File: src/design/fpx_pkg.sv
package fpx_pkg;

  // ----------------------------------------
  // register map (byte offsets)
  // ----------------------------------------
  localparam logic [11:0] FPX_STATUS_OFS = 12'h000;
  localparam logic [11:0] FPX_MASK_OFS = 12'h004;
  localparam logic [11:0] FPX_ENABLE_OFS = 12'h008;
  localparam logic [11:0] FPX_IRQ_STAT_OFS = 12'h00c;
  localparam logic [11:0] FPX_IRQ_MASK_OFS = 12'h010;
  localparam logic [11:0] FPX_LAST_OFS = 12'h014;

  // ----------------------------------------
  // flag bit positions
  // ----------------------------------------
  localparam int FPX_B_INV = 0;
  localparam int FPX_B_DEN = 1;
  localparam int FPX_B_ZDV = 2;
  localparam int FPX_B_OVF = 3;
  localparam int FPX_B_UNF = 4;
  localparam int FPX_B_PRC = 5;
  localparam int FPX_NFLAG = 6;

  localparam logic [5:0] FPX_MASK_RST = 6'h3f;
  localparam logic [5:0] FPX_FLAG_RST = 6'h00;
  localparam logic [1:0] FPX_IRQ_NONE = 2'h0;

  // ----------------------------------------
  // irq event bits
  // ----------------------------------------
  localparam int FPX_IB_DISP = 0;
  localparam int FPX_IB_FLAG = 1;

  // ----------------------------------------
  // last verdict word fields
  // ----------------------------------------
  localparam int FPX_LW_EV_LSB = 0;
  localparam int FPX_LW_DISP = 8;
  localparam int FPX_LW_FLAG_LSB = 9;

  // selected event causes
  typedef enum logic [3:0] {
    FPX_EV_NONE = 4'h0,
    FPX_EV_STK_UNF = 4'h1,
    FPX_EV_STK_OVF = 4'h2,
    FPX_EV_UNSUP = 4'h3,
    FPX_EV_SNAN = 4'h4,
    FPX_EV_INV_OTHER = 4'h5,
    FPX_EV_ZDIV = 4'h6,
    FPX_EV_DENORM = 4'h7,
    FPX_EV_OVF = 4'h8,
    FPX_EV_UNF = 4'h9,
    FPX_EV_PREC = 4'ha
  } fpx_event_t;

  // rounding modes
  typedef enum logic [1:0] {
    FPX_RND_NEAR = 2'h0,
    FPX_RND_DOWN = 2'h1,
    FPX_RND_UP = 2'h2,
    FPX_RND_ZERO = 2'h3
  } fpx_rnd_t;

  // overflow result selection
  typedef enum logic [1:0] {
    FPX_OVR_INF = 2'h0,
    FPX_OVR_MAXFIN = 2'h1,
    FPX_OVR_NONE = 2'h2
  } fpx_ovr_t;

  // raw conditions of one instruction from the datapath
  typedef struct packed {
    logic stack_unf;
    logic stack_ovf;
    logic unsup_fmt;
    logic snan;
    logic qnan;
    logic inv_other;
    logic zdiv;
    logic denorm;
    logic ovf;
    logic tiny;
    logic inexact;
    logic is_stack;
    logic is_ext;
    logic result_neg;
    fpx_rnd_t rnd;
  } fpx_cond_t;

  // per-instruction verdict
  typedef struct packed {
    fpx_event_t event_sel;
    logic dispatch;
    logic [5:0] flags;
    logic dest_write;
    logic biased_result;
    logic qnan_result;
    logic denorm_result;
    fpx_ovr_t ovf_result;
  } fpx_verdict_t;

endpackage

File: src/design/fpx_prioritizer.sv
// Behaviour
// - rank: invalid, QNaN operand, other invalid/divide-by-zero, denormal, over/underflow, inexact
// - invalid sub-order: stack underflow, stack overflow, unsupported format, SNaN
// - other invalid causes and divide-by-zero share level three
// - coinciding masked conditions: only the highest one handled, QNaN returned when that one is invalid
// - QNaN operand pre-empts all lower conditions, no divide-by-zero raised
// - masked denormal lets execution continue to lower conditions
// - denormal or inexact handled alongside overflow or underflow
// - invalid, divide-by-zero, denormal judged from operands before arithmetic
// - overflow, underflow, precision judged only after true result exists
// - unmasked pre-operation event blocks any destination write
// - unmasked overflow/underflow: stack unit may write biased result, packed leaves destination
// - handler events go out on the common exception dispatch path
// - masked overflow sets flag, result by rounding mode and sign
// - masked underflow flags only tiny and inexact, still returns denormal
// - masked inexact alone sets precision flag, writes rounded result
`timescale 1ns/1ns
`default_nettype none
module fpx_prioritizer
  import fpx_pkg::*;
(
  input wire logic pclk,
  input wire logic presetn,
  input wire logic psel,
  input wire logic penable,
  input wire logic pwrite,
  input wire logic [11:0] paddr,
  input wire logic [31:0] pwdata,
  output logic [31:0] prdata,
  output logic pready,
  output logic pslverr,
  input wire logic pre_valid,
  input wire fpx_cond_t pre_cond,
  input wire logic post_valid,
  input wire logic post_tiny,
  input wire logic post_ovf,
  input wire logic post_inexact,
  output fpx_verdict_t verdict,
  output logic verdict_valid,
  output logic irq
);

  // ----------------------------------------
  // registers and bus decode
  // ----------------------------------------
  logic [5:0] flags_q;
  logic [5:0] mask_q;
  logic enable_q;
  logic [1:0] irq_stat_q;
  logic [1:0] irq_mask_q;
  fpx_verdict_t verdict_q;
  logic verdict_valid_q;
  fpx_cond_t held_q;
  logic held_busy_q;
  logic held_stop_q;
  fpx_verdict_t pre_v;
  fpx_verdict_t fin_v;
  logic wr_en;
  logic rd_en;
  logic addr_ok;
  fpx_verdict_t verdict_hold_q;
  logic done_pending_q;
  logic [31:0] last_word;

  assign wr_en = psel && penable && pwrite;
  assign rd_en = psel && penable && !pwrite;
  assign addr_ok = (paddr == FPX_STATUS_OFS) || (paddr == FPX_MASK_OFS) ||
                   (paddr == FPX_ENABLE_OFS) || (paddr == FPX_IRQ_STAT_OFS) ||
                   (paddr == FPX_IRQ_MASK_OFS) || (paddr == FPX_LAST_OFS);
  assign pready = 1'b1;
  assign pslverr = psel && penable && !addr_ok;

  // last verdict word: event, dispatch, flags
  always_comb begin
    last_word = 32'h0000_0000;
    last_word[FPX_LW_EV_LSB +: $bits(fpx_event_t)] = verdict_q.event_sel;
    last_word[FPX_LW_DISP] = verdict_q.dispatch;
    last_word[FPX_LW_FLAG_LSB +: FPX_NFLAG] = verdict_q.flags;
  end

  always_comb begin
    prdata = 32'h0000_0000;
    if (rd_en) begin
      case (paddr)
        FPX_STATUS_OFS: prdata = {26'h0, flags_q};
        FPX_MASK_OFS: prdata = {26'h0, mask_q};
        FPX_ENABLE_OFS: prdata = {31'h0, enable_q};
        FPX_IRQ_STAT_OFS: prdata = {30'h0, irq_stat_q};
        FPX_IRQ_MASK_OFS: prdata = {30'h0, irq_mask_q};
        FPX_LAST_OFS: prdata = last_word;
        default: prdata = 32'h0000_0000;
      endcase
    end
  end

  // ----------------------------------------
  // pre-operation stage
  // ----------------------------------------
  always_comb begin
    pre_v = '0;
    pre_v.event_sel = FPX_EV_NONE;
    pre_v.ovf_result = FPX_OVR_NONE;
    pre_v.dest_write = 1'b1;
    // stack and format causes exist only on the stack unit
    if (pre_cond.is_stack && pre_cond.stack_unf) begin
      pre_v.flags[FPX_B_INV] = 1'b1;
      pre_v.event_sel = FPX_EV_STK_UNF;
    end else if (pre_cond.is_stack && pre_cond.stack_ovf) begin
      pre_v.flags[FPX_B_INV] = 1'b1;
      pre_v.event_sel = FPX_EV_STK_OVF;
    end else if (pre_cond.is_stack && pre_cond.is_ext && pre_cond.unsup_fmt) begin
      pre_v.flags[FPX_B_INV] = 1'b1;
      pre_v.event_sel = FPX_EV_UNSUP;
    end else if (pre_cond.snan) begin
      pre_v.flags[FPX_B_INV] = 1'b1;
      pre_v.event_sel = FPX_EV_SNAN;
    end else if (pre_cond.qnan) begin
      pre_v.qnan_result = 1'b1;
    end else if (pre_cond.inv_other) begin
      pre_v.flags[FPX_B_INV] = 1'b1;
      pre_v.event_sel = FPX_EV_INV_OTHER;
    end else if (pre_cond.zdiv) begin
      pre_v.flags[FPX_B_ZDV] = 1'b1;
      pre_v.event_sel = FPX_EV_ZDIV;
    end else if (pre_cond.denorm) begin
      pre_v.flags[FPX_B_DEN] = 1'b1;
      pre_v.event_sel = FPX_EV_DENORM;
    end
    if (pre_v.flags[FPX_B_INV] && mask_q[FPX_B_INV]) begin
      pre_v.qnan_result = 1'b1;
      pre_v.event_sel = FPX_EV_NONE;
    end else if (pre_v.flags[FPX_B_ZDV] && mask_q[FPX_B_ZDV]) begin
      pre_v.event_sel = FPX_EV_NONE;
    end else if (pre_v.flags[FPX_B_DEN] && mask_q[FPX_B_DEN]) begin
      pre_v.event_sel = FPX_EV_NONE;
    end
    if (pre_v.event_sel != FPX_EV_NONE) begin
      pre_v.dispatch = 1'b1;
      pre_v.dest_write = 1'b0;
    end
  end

  // continue to arithmetic only when no event stopped it
  logic pre_stop;
  assign pre_stop = pre_v.dispatch || pre_v.qnan_result ||
                    (pre_v.flags[FPX_B_INV] || pre_v.flags[FPX_B_ZDV]);

  // ----------------------------------------
  // post-operation stage
  // ----------------------------------------
  always_comb begin
    fin_v = verdict_hold_q;
    if (!held_stop_q) begin
      if (post_ovf) begin
        fin_v.flags[FPX_B_OVF] = 1'b1;
        if (mask_q[FPX_B_OVF]) begin
          case (held_q.rnd)
            FPX_RND_NEAR: fin_v.ovf_result = FPX_OVR_INF;
            FPX_RND_DOWN: fin_v.ovf_result = held_q.result_neg ? FPX_OVR_INF : FPX_OVR_MAXFIN;
            FPX_RND_UP: fin_v.ovf_result = held_q.result_neg ? FPX_OVR_MAXFIN : FPX_OVR_INF;
            default: fin_v.ovf_result = FPX_OVR_MAXFIN;
          endcase
        end else begin
          fin_v.event_sel = FPX_EV_OVF;
        end
      end else if (post_tiny) begin
        if (mask_q[FPX_B_UNF]) begin
          fin_v.flags[FPX_B_UNF] = post_inexact;
          fin_v.denorm_result = 1'b1;
        end else begin
          fin_v.flags[FPX_B_UNF] = 1'b1;
          fin_v.event_sel = FPX_EV_UNF;
        end
      end
      if (post_inexact) begin
        fin_v.flags[FPX_B_PRC] = 1'b1;
        if (!mask_q[FPX_B_PRC] && fin_v.event_sel == FPX_EV_NONE) begin
          fin_v.event_sel = FPX_EV_PREC;
        end
      end
      if (fin_v.event_sel == FPX_EV_OVF || fin_v.event_sel == FPX_EV_UNF) begin
        fin_v.dest_write = held_q.is_stack;
        fin_v.biased_result = held_q.is_stack;
        fin_v.denorm_result = 1'b0;
      end
      fin_v.dispatch = (fin_v.event_sel != FPX_EV_NONE);
    end
  end

  // ----------------------------------------
  // instruction hold between stages
  // ----------------------------------------
  always_ff @(posedge pclk or negedge presetn) begin
    if (!presetn) begin
      held_q <= '0;
      held_busy_q <= 1'b0;
      held_stop_q <= 1'b0;
      verdict_hold_q <= '0;
    end else if (pre_valid && enable_q) begin
      held_q <= pre_cond;
      held_busy_q <= !pre_stop;
      held_stop_q <= pre_stop;
      verdict_hold_q <= pre_v;
    end else if (post_valid) begin
      held_busy_q <= 1'b0;
    end
  end

  // ----------------------------------------
  // completion and dispatch
  // ----------------------------------------
  logic done;
  assign done = held_busy_q ? post_valid : held_stop_q && !verdict_valid_q && done_pending_q;

  always_ff @(posedge pclk or negedge presetn) begin
    if (!presetn) begin
      done_pending_q <= 1'b0;
    end else begin
      done_pending_q <= pre_valid && enable_q && pre_stop;
    end
  end

  always_ff @(posedge pclk or negedge presetn) begin
    if (!presetn) begin
      verdict_q <= '0;
      verdict_valid_q <= 1'b0;
    end else begin
      verdict_valid_q <= done;
      if (done) begin
        verdict_q <= fin_v;
      end
    end
  end

  assign verdict = verdict_q;
  assign verdict_valid = verdict_valid_q;

  // ----------------------------------------
  // control and sticky status
  // ----------------------------------------
  always_ff @(posedge pclk or negedge presetn) begin
    if (!presetn) begin
      mask_q <= FPX_MASK_RST;
    end else if (wr_en && paddr == FPX_MASK_OFS) begin
      mask_q <= pwdata[FPX_NFLAG-1:0];
    end
  end

  // instructions are refused while this is low
  always_ff @(posedge pclk or negedge presetn) begin
    if (!presetn) begin
      enable_q <= 1'b1;
    end else if (wr_en && paddr == FPX_ENABLE_OFS) begin
      enable_q <= pwdata[0];
    end
  end

  always_ff @(posedge pclk or negedge presetn) begin
    if (!presetn) begin
      irq_mask_q <= FPX_IRQ_NONE;
    end else if (wr_en && paddr == FPX_IRQ_MASK_OFS) begin
      irq_mask_q <= pwdata[$bits(irq_mask_q)-1:0];
    end
  end

  logic [5:0] flag_clr;
  logic [1:0] irq_clr;
  logic [5:0] flag_set;
  logic [1:0] irq_set;
  assign flag_clr = (wr_en && paddr == FPX_STATUS_OFS) ? pwdata[FPX_NFLAG-1:0] : '0;
  assign irq_clr = (wr_en && paddr == FPX_IRQ_STAT_OFS) ? pwdata[$bits(irq_clr)-1:0] : '0;
  assign flag_set = verdict_valid_q ? verdict_q.flags : '0;
  always_comb begin
    irq_set = '0;
    irq_set[FPX_IB_DISP] = verdict_valid_q && verdict_q.dispatch;
    irq_set[FPX_IB_FLAG] = verdict_valid_q && (verdict_q.flags != '0);
  end

  // ----------------------------------------
  // sticky bits, one flop each
  // ----------------------------------------
  // a new set wins over a clear in the same cycle
  for (genvar gf = 0; gf < FPX_NFLAG; gf++) begin : g_flag
    always_ff @(posedge pclk or negedge presetn) begin
      if (!presetn) begin
        flags_q[gf] <= FPX_FLAG_RST[gf];
      end else begin
        flags_q[gf] <= (flags_q[gf] && !flag_clr[gf]) || flag_set[gf];
      end
    end
  end

  for (genvar gs = 0; gs < $bits(irq_stat_q); gs++) begin : g_irq_stat
    always_ff @(posedge pclk or negedge presetn) begin
      if (!presetn) begin
        irq_stat_q[gs] <= FPX_IRQ_NONE[gs];
      end else begin
        irq_stat_q[gs] <= (irq_stat_q[gs] && !irq_clr[gs]) || irq_set[gs];
      end
    end
  end

  assign irq = |(irq_stat_q & irq_mask_q);

endmodule
`default_nettype wire

File: config.mk
export PLATFORM = sky130hd
export DESIGN_NAME = fpx_prioritizer
export DESIGN_NICKNAME = d
export VERILOG_FILES = /design/src/design/fpx_pkg.sv /design/src/design/fpx_prioritizer.sv
export SDC_FILE = /design/constraint.sdc
export NUM_CORES = 1
export LEC_CHECK = 0
export ABC_CLOCK_PERIOD_IN_PS = 3200
export BUFFER_PORTS_ARGS = -buffer_cell sky130_fd_sc_hd__buf_2
export CORE_UTILIZATION = 51
export CTS_CLUSTER_SIZE = 24
export DETAILED_ROUTE_END_ITERATION = 7
export GPL_TIMING_DRIVEN = 1
export PLACE_DENSITY = 0.85
export SLEW_MARGIN = 30
export SYNTH_ARGS = -nofsm -noshare
export SYNTH_HDL_FRONTEND = slang
export SYNTH_SLANG_ARGS = --single-unit
export TNS_END_PERCENT = 20
File: constraint.sdc
create_clock -name pclk -period 3.2 [get_ports pclk]
set_input_delay 0.64 -clock pclk [delete_from_list [all_inputs] [get_ports pclk]]
set_output_delay 0.64 -clock pclk [all_outputs]
set_load 0.005 [all_outputs]
==> results by group <==
Placed design
  – Dpl hpwl: 4.87 mm
  – I/O Buffers: 73
  – Dpl cells: about 440
  – Routability cong.: roughly 0.87
  – Worst slack, placed: about 440 ps
  – Placed inst area: ~3200 um2

Worst setup path
  – Worst setup path class: input port to output port
  – Crit. End Element: output port
  – Crit path arrival time: 2120 ps
  – CP Max Fanout: 5
  – Data required, critical path: between 2000 and 3000 ps
  – Critical path launch point type: input port

Clocking
  – Clock Sinks: 52
  – Clock-pin slew on the worst setup and hold paths: ~90 ps
  – Root buf cell: clkbuf_8
  – Max H-tree Level: 2
  – Post-cts resize count: 0
  – CTS Buf Count: 5
  – CTS Buffer Depth: 2
  – CTS Hold Bufs: 0
  – Worst-Skew Late Latency: ~310 ps
  – CTS tree: yes
  – Post CTS Setup Buffer Count: 0

Timing
  – Max Slew Vio Count: 0
  – Worst Skew: approximately 5.6 ps
  – Setup_tns: 0 ps
  – Worst Max-Slew Pin Slew: 654 ps
  – # setup viols final: 0
  – Final Cycle Share: a little under nine tenths
  – Minimum clock period: roughly 2800 ps
  – Post-route setup slack: approximately 440 ps
  – Fin. Hold Viols: 0
  – Fmax: ~0.36 GHz
  – Unrepaired setup endpoints after global routing: false
  – Max-Slew Margin vs Limit: between 50 and 60%

Finish
  – Nets: around 440
  – Utilization after layout: about 63%
  – Commonest non-fill, non-tap cells in the layout: buf_2, nand2_1, dfrtp_1
  – Area delta synth->final: 15.1%
  – Ratio of cells with drive above 1 in the final layout: 31.1%
  – Post-Layout Inst Area: between 3000 and 4000 um2
  – N_diodes: 0
  – Most common cell after layout, fill and taps aside: buf_2
  – Final Non-Filler Cells: 443

Power
  – Pwr/cell area: about 350 nW/um2
  – Peak supply drop: ~270 uV
  – Leakage: around 1.7 nW

Drt
  – Met3 wire len: 413 um
  – Post-route ant nets: 0
  – Max layer used: met4
  – DRC viols: 0
  – Vias per cell: 5.46
  – Length of routed met2 wiring: between 3 and 4 mm
  – Drt first pass iters: 4
  – WL per Instance: around 14 um
  – Via count: ~2400
  – Post-Route WL: 6.23 mm
  – Metal-1 WL: 2.69 mm
  – Initial DRC count: 232

Global routing
  – Initial antenna violation count: 0
  – Largest net degree at the start of global routing: 53
  – Total gr overflow: 0
  – Number of global-route vias before repair: approximately 2300
  – First-pass GRT wire length: 10.4 mm
  – Global Route Usage Sum: between 20 and 25%

Synthesis
  – Post-Syn Area per Cell: between 9 and 10 um2
  – Seq/Total Area, Yosys: 45.9%
  – Dominant cell type by area after synthesis: dfrtp_1
  – Number of distinct library cells after synthesis: 45
  – Flops & latches, synth: 52
  – Gate count of the mapped netlist: ~300
  – Top FF cell, synth: dfrtp_1
  – Syn. warnings: 0
  – Synth area leaders: dfrtp_1, nand2_1, dfstp_2
  – Top-area cell type share of the netlist area: between 30% and 40%
  – Post-synth EDFFs: 0
  – Post-Syn Area: 2850 um2
  – Async set or reset register ratio after synthesis: 100%

Outcome
  – Status: finished clean

Flow run
  – Max_cap viols: 0

Die
  – # rows: 26
  – Die W: between 70 and 80 um
  – Starting density of the core: 54.5%
  – DIE HEIGHT: ~77 um
  – Die ar.: between 5000 and 6000 um2
  – Ports: ~120
  – Core ar.: 5240 um2

Worst hold path
  – Worst hold path class: input port to asynchronous set/reset pin
-- flip-flops by register name, indices dropped and copies added, names as in the netlist --
register	count
held_busy_q	1
enable_q	1
done_pending_q	1
verdict_valid	1
irq_mask_q	2
mask_q	6
verdict	17
held_stop_q	1
verdict_hold_q	6
flags_q	6
fin_v	4
held_q	4
irq_stat_q	2
-- worst paths after layout --
| kind | start | endpoint | slack, ps | cells past startpoint |
|---|---|---|---|---|
| max in group asynchronous | presetn | flags_q[4] | 2440 | 1 |
| max reg2reg | held_stop_q | verdict[3] | 1180 | 5 |
| max | paddr[9] | prdata[13] | 440 | 7 |
| min in group pclk | fin_v[7] | fin_v[7] | 480 | 2 |
| min reg2reg | fin_v[7] | fin_v[7] | 480 | 2 |
| min | presetn | irq_mask_q[1] | 350 | 1 |
-- kinds of logic after synthesis --
family	Yosys count	synth area share, %
AO/OA/AOI/OAI	58	13.5
buffers and inverters	37	7.89
flip-flops	52	45.9
multiplexers	20	8.07
other	2	0.263
AND/OR/NAND/NOR	134	24.3
-- synthesized netlist by cell type (all sizes together) (2+ instances only) --
cell / count
a221oi: 2
mux2: 14
nor4: 8
o21ai: 21
o22ai: 3
nor3: 6
buf: 25
dfstp: 7
inv: 6
o31ai: 3
a31oi: 5
a22o: 10
nand3: 7
clkbuf: 6
conb: 2
and2: 11
mux2i: 5
dfrtp: 45
nand4: 5
nand2: 64
a21oi: 5
nand2b: 7
nor2: 19
-- routing by layer --
layer / up-vias / GRT usage [%]
met4: 0 / 8.85
met5: - / 0
met1: 1140 / 28.0
li1: 1160 / -
met2: 110 / 37.9
met3: 8 / 4.17
-- final cells by class --
| class | instances | area [um2] |
|---|---|---|
| clock buffer | 5 | 68.8 |
| clock inverter | 3 | 22.5 |
| fill | 433 | 1950 |
| inverter | 6 | 22.5 |
| multi-input combinational | 232 | 1390 |
| sequential | 52 | 1310 |
| tap | 70 | 87.6 |
| timing repair buffer | 75 | 383 |
-- report_power, final --
part           leakage [nW]  switching [mW]  internal [mW]
Clock                0.0485           0.218          0.157
Combinational         0.907          0.0643         0.0347
Sequential            0.696         0.00188          0.659
Total                  1.65           0.284          0.851
-- through the flow --
stage | total power [mW] | hold slack, ps
2_1_floorplan | 0.735 | 344
3_3_place_gp | 0.770 | 447
3_5_place_dp | 0.773 | 454
4_1_cts | 1.14 | 364
5_1_grt | 1.18 | 396
6_report | 1.13 | 347
-- worst max-delay path: stages --
cell and delay [ps]:
buf_2 110, nor4_4 310, nand2_1 210, nor4_2 410, buf_4 200, and2_1 130
buf_2 110
(Power assumes the default switching activity.)
